$ cat config.mk
export PLATFORM = sky130hd
export DESIGN_NAME = ocs_offset_cal_sequencer
export DESIGN_NICKNAME = d
export VERILOG_FILES = /design/src/verilog/ocs_pkg.sv /design/src/verilog/ocs_offset_cal_sequencer.sv
export SDC_FILE = /design/constraint.sdc
export NUM_CORES = 1
export LEC_CHECK = 0
export BUFFER_PORTS_ARGS = -buffer_cell sky130_fd_sc_hd__buf_2
export CAP_MARGIN = 20
export CELL_PAD_IN_SITES_DETAIL_PLACEMENT = 1
export CELL_PAD_IN_SITES_GLOBAL_PLACEMENT = 2
export CORE_AREA = 2 2 76 78
export DETAILED_ROUTE_END_ITERATION = 8
export DIE_AREA = 0 0 78 80
export PLACE_DENSITY = 0.79
export REMOVE_ABC_BUFFERS = 1
export SYNTH_ARGS = -nofsm -noshare
export SYNTH_HDL_FRONTEND = slang
export SYNTH_SLANG_ARGS = --single-unit
$ cat constraint.sdc
create_clock -name core_clk_i -period 5.4 [get_ports core_clk_i]
set_input_delay 0 -clock core_clk_i [delete_from_list [all_inputs] [get_ports core_clk_i]]
set_output_delay 0 -clock core_clk_i [all_outputs]
set_load 0.01 [all_outputs]
$ cat src/verilog/ocs_pkg.sv
// package: timing constants and states for the offset trim sequencer
package ocs_pkg;
   // clock rate
   localparam int CLK_MHZ = 250;
   // pin-started turn-on time, in microseconds
   localparam int PIN_TURN_ON_US = 5000;
   // supply turn-on time, in microseconds
   localparam int SUPPLY_TURN_ON_US = 200000;
   // settling part of the pin-started turn-on time, in microseconds
   localparam int SETTLE_US = 1000;
   // derived cycle counts
   localparam int PIN_TURN_ON_CYC = PIN_TURN_ON_US * CLK_MHZ;
   localparam int SETTLE_CYC = SETTLE_US * CLK_MHZ;
   localparam int SUPPLY_TURN_ON_CYC = SUPPLY_TURN_ON_US * CLK_MHZ;
   localparam int CORRECT_CYC = PIN_TURN_ON_CYC - SETTLE_CYC;
   localparam int SUPPLY_DELAY_CYC = SUPPLY_TURN_ON_CYC - PIN_TURN_ON_CYC;
   localparam int CNT_W = 26;
   localparam int TRIM_W = 8;
   localparam logic [TRIM_W-1:0] TRIM_RESET = 8'h80;
   typedef enum logic [2:0] {
      OCS_LOW_POWER,
      OCS_SUPPLY_WAIT,
      OCS_SETTLE,
      OCS_CORRECT,
      OCS_STORE,
      OCS_NORMAL
   } ocs_state_type;
endpackage : ocs_pkg

$ cat src/verilog/ocs_offset_cal_sequencer.sv
// offset trim sequencer for one select pin and its amplifier group
// Summary of operation
// [RULE_01] select high: low power, output high impedance
// [RULE_02] select falling low launches a trim sequence
// [RULE_03] trim done: output low impedance, normal
// [RULE_04] supply monitor starts trim at power-on, brown-out
// [RULE_05] settling delay first, then offset correction
// [RULE_06] trim triggers from supply monitor and parity
// [RULE_07] during trim: output hi-z, inputs internally routed
// [RULE_08] state machine stores trim constants before normal
// [RULE_09] pin-started turn-on about 5 ms
// [RULE_10] undriven select pin reads low (on-chip pull-down)
// [RULE_11] controller spaces two-pin toggles apart
// [RULE_12] controller avoids toggles during other trim
// [RULE_13] low supply enters low-power mode
// [RULE_14] supply recovery: delay then trim, 200 ms total
// [RULE_15] parity error: supply event, full turn-on time
// [RULE_16] divider connected only during trim
// [RULE_17] quad parts: one instance per amplifier pair
// [RULE_18] synchronised select, delays as cycle counts
// [RULE_19] request during trim restarts from settling
module ocs_offset_cal_sequencer
   import ocs_pkg::*;
#(
   parameter int SETTLE_CYCLES = SETTLE_CYC,
   parameter int CORRECT_CYCLES = CORRECT_CYC,
   parameter int SUPPLY_DELAY_CYCLES = SUPPLY_DELAY_CYC
) (
   input wire logic core_clk_i,
   input wire logic reset_i,
   input wire logic cal_select_pin_i, // RULE_17
   input wire logic supply_low_i,
   input wire logic parity_error_i,
   input wire logic [TRIM_W-1:0] measured_trim_i,
   output logic low_power_o,
   output logic output_hiz_o,
   output logic inputs_isolated_o,
   output logic divider_connect_o,
   output logic trim_busy_o,
   output logic trim_write_o,
   output logic [TRIM_W-1:0] trim_const_o
);
   //---------------------------------------------------------------
   // select pin synchroniser
   //---------------------------------------------------------------
   logic sel_meta;
   logic sel_sync;
   logic sel_prev;
   logic sel_fall;
   // two flops before use; pull-down keeps undriven pin low
   always_ff @(posedge core_clk_i) begin
      if (reset_i) begin
         sel_meta <= 1'b0;
         sel_sync <= 1'b0;
         sel_prev <= 1'b0;
      end else begin
         sel_meta <= cal_select_pin_i; // RULE_18 RULE_10
         sel_sync <= sel_meta;
         sel_prev <= sel_sync;
      end
   end
   assign sel_fall = sel_prev & ~sel_sync; // RULE_02

   //---------------------------------------------------------------
   // sequencer
   //---------------------------------------------------------------
   ocs_state_type state;
   logic [CNT_W-1:0] count;
   logic supply_prev;
   logic supply_restore;
   assign supply_restore = supply_prev & ~supply_low_i;

   // supply monitor edge tracking; reset counts as supply-low
   always_ff @(posedge core_clk_i) begin
      if (reset_i) supply_prev <= 1'b1;
      else supply_prev <= supply_low_i;
   end

   // main state machine with cycle counter
   always_ff @(posedge core_clk_i) begin
      if (reset_i) begin
         state <= OCS_LOW_POWER; // RULE_04
         count <= '0;
      end else if (supply_low_i) begin
         state <= OCS_LOW_POWER; // RULE_13
         count <= '0;
      end else if (parity_error_i || supply_restore) begin
         state <= OCS_SUPPLY_WAIT; // RULE_15 RULE_14 RULE_06
         count <= '0;
      end else if (sel_sync) begin
         state <= OCS_LOW_POWER; // RULE_01
         count <= '0;
      end else if (sel_fall) begin
         state <= OCS_SETTLE; // RULE_02 RULE_19
         count <= '0;
      end else begin
         count <= count + 1'b1;
         case (state)
            OCS_LOW_POWER: count <= '0;
            OCS_SUPPLY_WAIT: begin
               if (count == CNT_W'(SUPPLY_DELAY_CYCLES - 1)) begin
                  state <= OCS_SETTLE; // RULE_14
                  count <= '0;
               end
            end
            OCS_SETTLE: begin
               if (count == CNT_W'(SETTLE_CYCLES - 1)) begin
                  state <= OCS_CORRECT; // RULE_05
                  count <= '0;
               end
            end
            OCS_CORRECT: begin
               if (count == CNT_W'(CORRECT_CYCLES - 2)) begin
                  state <= OCS_STORE; // RULE_09
                  count <= '0;
               end
            end
            OCS_STORE: begin
               state <= OCS_NORMAL; // RULE_03 RULE_08
               count <= '0;
            end
            OCS_NORMAL: count <= '0;
            default: begin
               state <= OCS_LOW_POWER;
               count <= '0;
            end
         endcase
      end
   end

   // trim constant memory, written at the store step
   always_ff @(posedge core_clk_i) begin
      if (reset_i) trim_const_o <= TRIM_RESET;
      else if (state == OCS_STORE) trim_const_o <= measured_trim_i; // RULE_08
   end

   // registered one-cycle write strobe
   always_ff @(posedge core_clk_i) begin
      if (reset_i) trim_write_o <= 1'b0;
      else trim_write_o <= (state == OCS_STORE); // RULE_08
   end

   // mode outputs decoded from state
   always_comb begin
      trim_busy_o = (state == OCS_SETTLE) || (state == OCS_CORRECT) || (state == OCS_STORE);
      low_power_o = (state == OCS_LOW_POWER) || (state == OCS_SUPPLY_WAIT); // RULE_01 RULE_13
      output_hiz_o = (state != OCS_NORMAL); // RULE_01 RULE_07 RULE_03
      inputs_isolated_o = trim_busy_o; // RULE_07
      divider_connect_o = trim_busy_o; // RULE_16
   end

   //---------------------------------------------------------------
   // assertions
   //---------------------------------------------------------------
   // helper: run length of consecutive busy cycles for the turn-on check
   logic [CNT_W-1:0] busy_run;
   always_ff @(posedge core_clk_i) begin
      if (reset_i) busy_run <= '0;
      else if (trim_busy_o) busy_run <= busy_run + 1'b1;
      else busy_run <= '0;
   end

   // no trigger that outranks the running step
   logic no_event;
   assign no_event = !supply_low_i && !parity_error_i && !supply_restore
      && !sel_sync && !sel_fall;
endmodule : ocs_offset_cal_sequencer

==> key figures, run 1 <==
Power and ir drop
  • P_leak: 0.797 nW
  • Max VDD drop: approximately 0.00010 V
  • PD cells: 271 mW/mm²
  • Power Total: ~0.63 mW

Logic synthesis
  • Area contributors post-synth: dfxtp_1, nor2_1, xnor2_1, mux2i_1, xor2_1
  • Yosys warning count: 0
  • Sequential area share after synthesis: 43.1%
  • Cell Area, Synth: 0.00195 mm²
  • Synth Instances: approximately 220
  • Post-synth EDFFs: 0
  • Ys async rst share: 0%
  • Area share of the largest cell type after synthesis: 43.1%
  • Avg Inst Size Synth: 8.90 µm²
  • Synth area leader: dfxtp_1
  • Synth Register Bits: 42
  • Main flop type after synthesis: dfxtp_1
  • Number of distinct library cells after synthesis: 38

STA
  • Final worst path period share: between 30% and 40%
  • Slew of the pin with the lowest slew margin: 508 ps
  • Setup violators final: 0
  • Max_slew headroom: between 60% and 70%
  • TNS Setup: 0 ps
  • Final Max Tran Viols: 0
  • Unrepaired setup endpoints after global routing: no
  • Clk_skew: 4.70 ps
  • Fmax: approximately 470 MHz
  • Final Critical Period: around 2100 ps
  • Final hold violation count: 0

Drt
  • Via count: 1570
  • Drt pass-1 iters: 4
  • Final wirelength: ~4500 µm
  • Initial DRC Count: 70
  • ANT nets after route: 0
  • Post-DR vias/cell: 4.83
  • # DRC: 0
  • WL per Instance: 13.9 µm

Worst setup path
  • Worst r2r dst: count[12]
  • R2r setup slk: approximately 3300 ps
  • End of the critical path: count[12]
  • WS Path Type: flop to flop
  • Crit path max fanout: 26
  • Crit path launch: count[0]
  • Crit path capture type: flop
  • Worst EP required: roughly 5600 ps
  • Reg2Reg Depth: 6
  • CP Launch Type: flop
  • CP cell instances: ha_1 > and4b_1 > nand4_1 > o41ai_1 > a221o_2 > nor2_1
  • Slowest-stage cell, CP: a221o_2
  • WP data arrival: about 2300 ps
  • CP max stage delay: 510 ps
  • Reg-to-Reg Start: count[0]

Clock tree
  • Postcts setup bufs: 0
  • Clk_lat worst skew: 300 ps
  • CTS Sinks: 42
  • CTS max path bufs: 2
  • Clk pin slew, worst setup/hold paths: ~90 ps
  • Root buffer cell: clkbuf_8
  • CTS buffer count: 5
  • PostCTS Resize Cnt: 0
  • CTS H-tree lvls: 2
  • CTS hold repair buffers: 11
  • TritonCTS clock tree: yes

Placed design
  • GPL Wtd Cong: 0.699
  • DP Wirelength: 3130 µm
  • PortBufs: 26

Layout
  • Ant. Diodes: 0
  • Combined area of the multi-input logic cells: a little under 0.001 mm²
  • Fill cell count: between 600 and 700
  • Layout Utilization: between 40% and 50%
  • Share of cells above drive strength 1: approximately 17%
  • Nets: 267
  • Reg area: 841 µm²
  • Area Growth Syn to Fin: 19.5%

Global routing
  • Number of global-route vias before repair: 1593
  • Gr usage total: 16.0%
  • Grt total ovfl: 0
  • Largest net degree at the start of global routing: 27
  • Initial antenna violation count: 0
  • First-pass GRT wire length: approximately 7800 µm

Die
  • Die Area: about 0.0062 mm²
  • Core Rows: 27
  • Die width: slightly below 80 µm
  • Starting Density: a little over a third
  • Die height: around 80 µm
  • Core area: about 0.0054 mm²
  • Io pins: 27

Run
  • Total of max-cap violations: 0

Min path
  • Min-Delay Path Depth: 2
  • Hold Crit Class: primary input to flop
  • Hold Crit Start: reset_i

Run status
  • Status: complete, no violations
## layer usage
layer / vias up / wire length [µm] / global-route usage (%)
met1: 732 / 2200 / 20.5
met2: 21 / 2130 / 26.6
met5: - / 0 / 0
li1: 811 / - / -
met4: 0 / 56 / 5.26
met3: 6 / 135 / 3.51
## report_power, final
part	total (mW)	switching [mW]	internal [mW]
Clock	0.300	0.115	0.185
Combinational	0.0178	0.00671	0.0111
Sequential	0.314	0.00219	0.311
Total	0.632	0.124	0.508
## placed cells by master (no fill, tap or decap), types with 2 or more instances in the layout
cell type / instances
xor2_1: 7
nor3_1: 11
a21oi_1: 3
or2_2: 3
nand2_1: 11
dlygate4sd3_1: 11
nand4_1: 6
buf_2: 26
and4_1: 2
inv_1: 7
mux2i_1: 7
bufinv_16: 2
nor2b_1: 5
ha_1: 2
clkbuf_8: 5
nand3_1: 12
nor2_1: 42
dfxtp_1: 42
nand2b_1: 2
xnor2_1: 17
and3_1: 6
nor4_1: 7
## synth_stat cells (2+ instances only)
master	instances
nand2b_1	2
nand4_1	6
buf_2	2
or2_2	3
and3_1	6
dfxtp_1	42
nor2_1	42
nor3_1	11
nand2_1	11
nor4_1	7
and4_1	2
inv_1	7
a21oi_1	3
buf_12	2
xor2_1	7
xnor2_1	17
nand3_1	12
nor2b_1	5
buf_4	2
clkbuf_1	5
ha_1	2
mux2i_1	7
## critical path, delay by kind of cell (launching register included)
kind / cells / cell delay (ps)
AND/OR/NAND/NOR: 3 / 500
adder cells (fa/ha/maj): 1 / 220
AO/OA/AOI/OAI: 2 / 900
flip-flops: 1 / 400
## cells by family (layout without fill, tap and decap cells)
kind of cell	after synthesis	count (layout)	share of synthesized area, %
compound gates	11	11	4.24
xor+xnor	24	24	10.8
fa+ha+maj	2	2	1.28
buf+inv	19	53	6.23
flops	42	42	43.1
mux	7	7	3.59
simple gates	114	114	30.7
## area by class of cell
cell class	instances	share of cell area (%)
sequential	42	36.1
multi-input combinational	158	42.4
inverter	7	1.13
clock buffer	5	2.95
timing repair buffer	38	10.6
clock inverter	3	2.95
tap	72	3.87
## flip-flops by register name (all words and copies together) (netlist names)
signal	count
supply_prev	1
sel_meta	1
count	26
trim_write_o	1
state	3
sel_prev	1
trim_const_o	8
sel_sync	1
## how the worst min path moves through the flow
stage	to	slack, ps
3_5_place_dp	trim_const_o[7]	210
2_1_floorplan	sel_meta	70
6_report	trim_const_o[0]	40
4_1_cts	trim_const_o[2]	30
3_3_place_gp	trim_const_o[7]	210
5_1_grt	trim_const_o[2]	50
## through the flow
step / instance area, µm² / cells / setup slack (ps) / hold slack [ps]
final: 2330 / 325 / 3270 / 37.1
after detailed placement: 2080 / 306 / 3230 / 212
after CTS: 2330 / 325 / 3220 / 30.2
after floorplan: 1850 / 207 / 3550 / 71.6
after global routing: 2330 / 325 / 3000 / 46.3
after global placement: 2080 / 306 / 3270 / 206
Note: power is estimated with default switching activity, not from simulation.
==> run 2, diff against run 1 <==
CORE_AREA = 2 2 79 81   (was 2 2 76 78)
DIE_AREA = 0 0 81 83   (was 0 0 78 80)
PLACE_DENSITY = 0.74   (was 0.79)
clock period = 2.14 ns   (was 5.4 ns; I/O delays follow)
==> key figures, run 2 (same netlist as run 1, synthesis figures left out) <==
Clock tree
  • PostCTS Resize Cnt: 0 (unchanged)
  • Root buffer cell: clkbuf_8 (unchanged)
  • CTS max path bufs: 2 (unchanged)
  • CTS H-tree lvls: 2 (unchanged)
  • Clk_lat worst skew: 290 ps (was 300 ps)
  • CTS buffer count: 5 (unchanged)
  • TritonCTS clock tree: yes (unchanged)
  • CTS Sinks: 42 (unchanged)
  • Clk pin slew, worst setup/hold paths: 80 ps (was 90 ps)

Layout
  • Share of cells above drive strength 1: 19.0% (was 17.4%)
  • Area Growth Syn to Fin: 21.1% (was 19.5%)
  • Ant. Diodes: 0 (unchanged)
  • Top flop regs: count: 26 flops, trim_const_o: 8 flops, state: 3 flops (unchanged)
  • Fill cell count: 714 (was 642)
  • Commonest non-fill, non-tap cells in the layout: nor2_1, dfxtp_1, buf_2 (unchanged)
  • Most flop-heavy register: count (unchanged)
  • Non-Filler Instances: 333 (was 325)
  • Nets: 272 (was 267)
  • Max reg flops: 26 (unchanged)

Die
  • Io pins: 27 (unchanged)
  • Die Area: 0.00672 mm² (was 0.00624 mm²)
  • Die width: 81 µm (was 78 µm)
  • Core Rows: 28 (was 27)
  • Starting Density: 33.5% (was 36.1%)
  • Die height: 83 µm (was 80 µm)
  • Core area: 0.00582 mm² (was 0.00541 mm²)

STA
  • Setup violators final: 0 (unchanged)
  • Final worst-path setup slack: 225 ps (was 3270 ps)
  • Final worst path period share: 89.5% (was 39.5%)
  • Fin Hold WS: 41.2 ps (was 37.1 ps)
  • Max_slew headroom: 71.1% (was 66.1%)
  • TNS Setup: 0 ps (unchanged)
  • Slew of the pin with the lowest slew margin: 430 ps (was 508 ps)
  • Final Max Tran Viols: 0 (unchanged)
  • Final Critical Period: 1920 ps (was 2130 ps)
  • Clk_skew: 2.61 ps (was 4.70 ps)
  • Unrepaired setup endpoints after global routing: no (unchanged)
  • Final hold violation count: 0 (unchanged)
  • Fmax: 522 MHz (was 469 MHz)

Power and ir drop
  • PD cells: 626 mW/mm² (was 271 mW/mm²)
  • Net Switching: 0.314 mW (was 0.124 mW)
  • Power Total: 1.48 mW (was 0.632 mW)
  • Clock share of power: 43.2% (was 47.5%)
  • Max VDD drop: 0.000282 V (was 0.000104 V)
  • Reg power frac: 53.4% (was 49.6%)
  • Sw Share: 21.3% (was 19.6%)
  • P_leak: 0.808 nW (was 0.797 nW)
  • Logic gate share of total power: 3.4% (was 2.8%)
  • Pint: 1.16 mW (was 0.508 mW)

Worst setup path
  • WP data arrival: 2110 ps (was 2300 ps)
  • CP delay by family, top: simple AND/OR/NAND/NOR gates (was compound AO/OA/AOI/OAI gates)
  • CP cell instances: inv_1 > ha_1 > nand4_1 > or4_4 > nor4_4 > a221o_2 > buf_12 > nor2_1 (was ha_1 > and4b_1 > nand4_1 > o41ai_1 > a221o_2 > nor2_1)
  • Crit path capture type: flop (unchanged)
  • R2r setup slk: 220 ps (was 3270 ps)
  • Worst EP required: 2330 ps (was 5570 ps)
  • WS Path Type: flop to flop (unchanged)
  • Slowest-stage cell, CP: or4_4 (was a221o_2)
  • Crit path max fanout: 26 (unchanged)
  • CP Launch Type: flop (unchanged)
  • CP max stage delay: 440 ps (was 510 ps)
  • Critical path buffers and inverters: 2 (was 0)

Placed design
  • DP Wirelength: 3260 µm (was 3130 µm)
  • PortBufs: 26 (unchanged)
  • GPL Wtd Cong: 0.730 (was 0.699)
  • Dpl cells: 314 (was 306)
  • Dpl ws: 232 ps (was 3230 ps)

Drt
  • DR WL met3: 101 µm (was 135 µm)
  • Via count: 1624 (was 1570)
  • Drt pass-1 iters: 4 (unchanged)
  • # DRC: 0 (unchanged)
  • Top layer in use: met4 (unchanged)
  • ANT nets after route: 0 (unchanged)
  • Final wirelength: 4590 µm (was 4530 µm)
  • Post-DR vias/cell: 4.88 (was 4.83)
  • Met2 Routed Length: 2170 µm (was 2130 µm)
  • WL per Instance: 13.8 µm (was 13.9 µm)
  • Initial DRC Count: 66 (was 70)
  • M1 WL: 2210 µm (was 2200 µm)

Min path
  • Hold Crit Class: primary input to flop (unchanged)

Run status
  • Status: complete, no violations (unchanged)

Global routing
  • Largest net degree at the start of global routing: 27 (unchanged)
  • Number of global-route vias before repair: 1642 (was 1593)
  • First-pass GRT wire length: 8030 µm (was 7760 µm)
  • Grt total ovfl: 0 (unchanged)
  • Initial antenna violation count: 0 (unchanged)
  • Gr usage total: 15.1% (was 16.0%)

Run
  • Total of max-cap violations: 0 (unchanged)
[run 2: cell types whose count changed in the layout (fill, tap and decap cells not counted)]
cell | previous run | this run
buf_12 | 0 | 1
bufinv_16 | 2 | 1
buf_4 | 1 | 5
clkinv_4 | 1 | 0
clkinvlp_4 | 0 | 2
[run 2: what timing repair did]
action | CTS | global route
hold endpoints to repair | 11 | 0
setup buffers | 0 | 0
hold buffers | 11 | 0
[run 2: layout make-up]
type | count | area [µm²] | share of cell area (%)
Multi-Input combinational cell | 158 | 987 | 41.8
Sequential cell | 42 | 841 | 35.6
Timing Repair Buffer | 43 | 298 | 12.6
Tap cell | 75 | 93.8 | 3.98
Clock buffer | 5 | 68.8 | 2.92
Clock inverter | 3 | 45.0 | 1.91
Inverter | 7 | 26.3 | 1.11
[run 2: final timing paths]
kind,from,to,cells after the start
worst max-delay path,count[0],count[2],8
worst min-delay path,reset_i,trim_const_o[6],2
worst max register to register,count[0],count[2],8
worst min register to register,sel_meta,sel_sync,1
[run 2: per-stage QoR]
| step | area (µm²) | utilization [%] |
|---|---|---|
| after floorplan | 1850 | - |
| after global placement | 2140 | 36.7 |
| after detailed placement | 2140 | 36.7 |
| after CTS | 2360 | 40.6 |
| after global routing | 2360 | 40.6 |
| final | 2360 | 40.6 |
[run 2: power by group through the flow]
stage	Clock (mW)	Combinational [mW]	Sequential (mW)
after floorplan	0	0.0123	0.808
after global placement	0	0.0350	0.807
after detailed placement	0	0.0348	0.807
after CTS	0.655	0.0502	0.789
after global routing	0.697	0.0572	0.789
final	0.639	0.0505	0.788
[run 2: layer usage]
layer | track usage, % | up-vias
met3 | 3.59 | 10
met1 | 20.5 | 777
met4 | 5.24 | 0
met2 | 23.2 | 18
li1 | - | 819
met5 | 0 | -
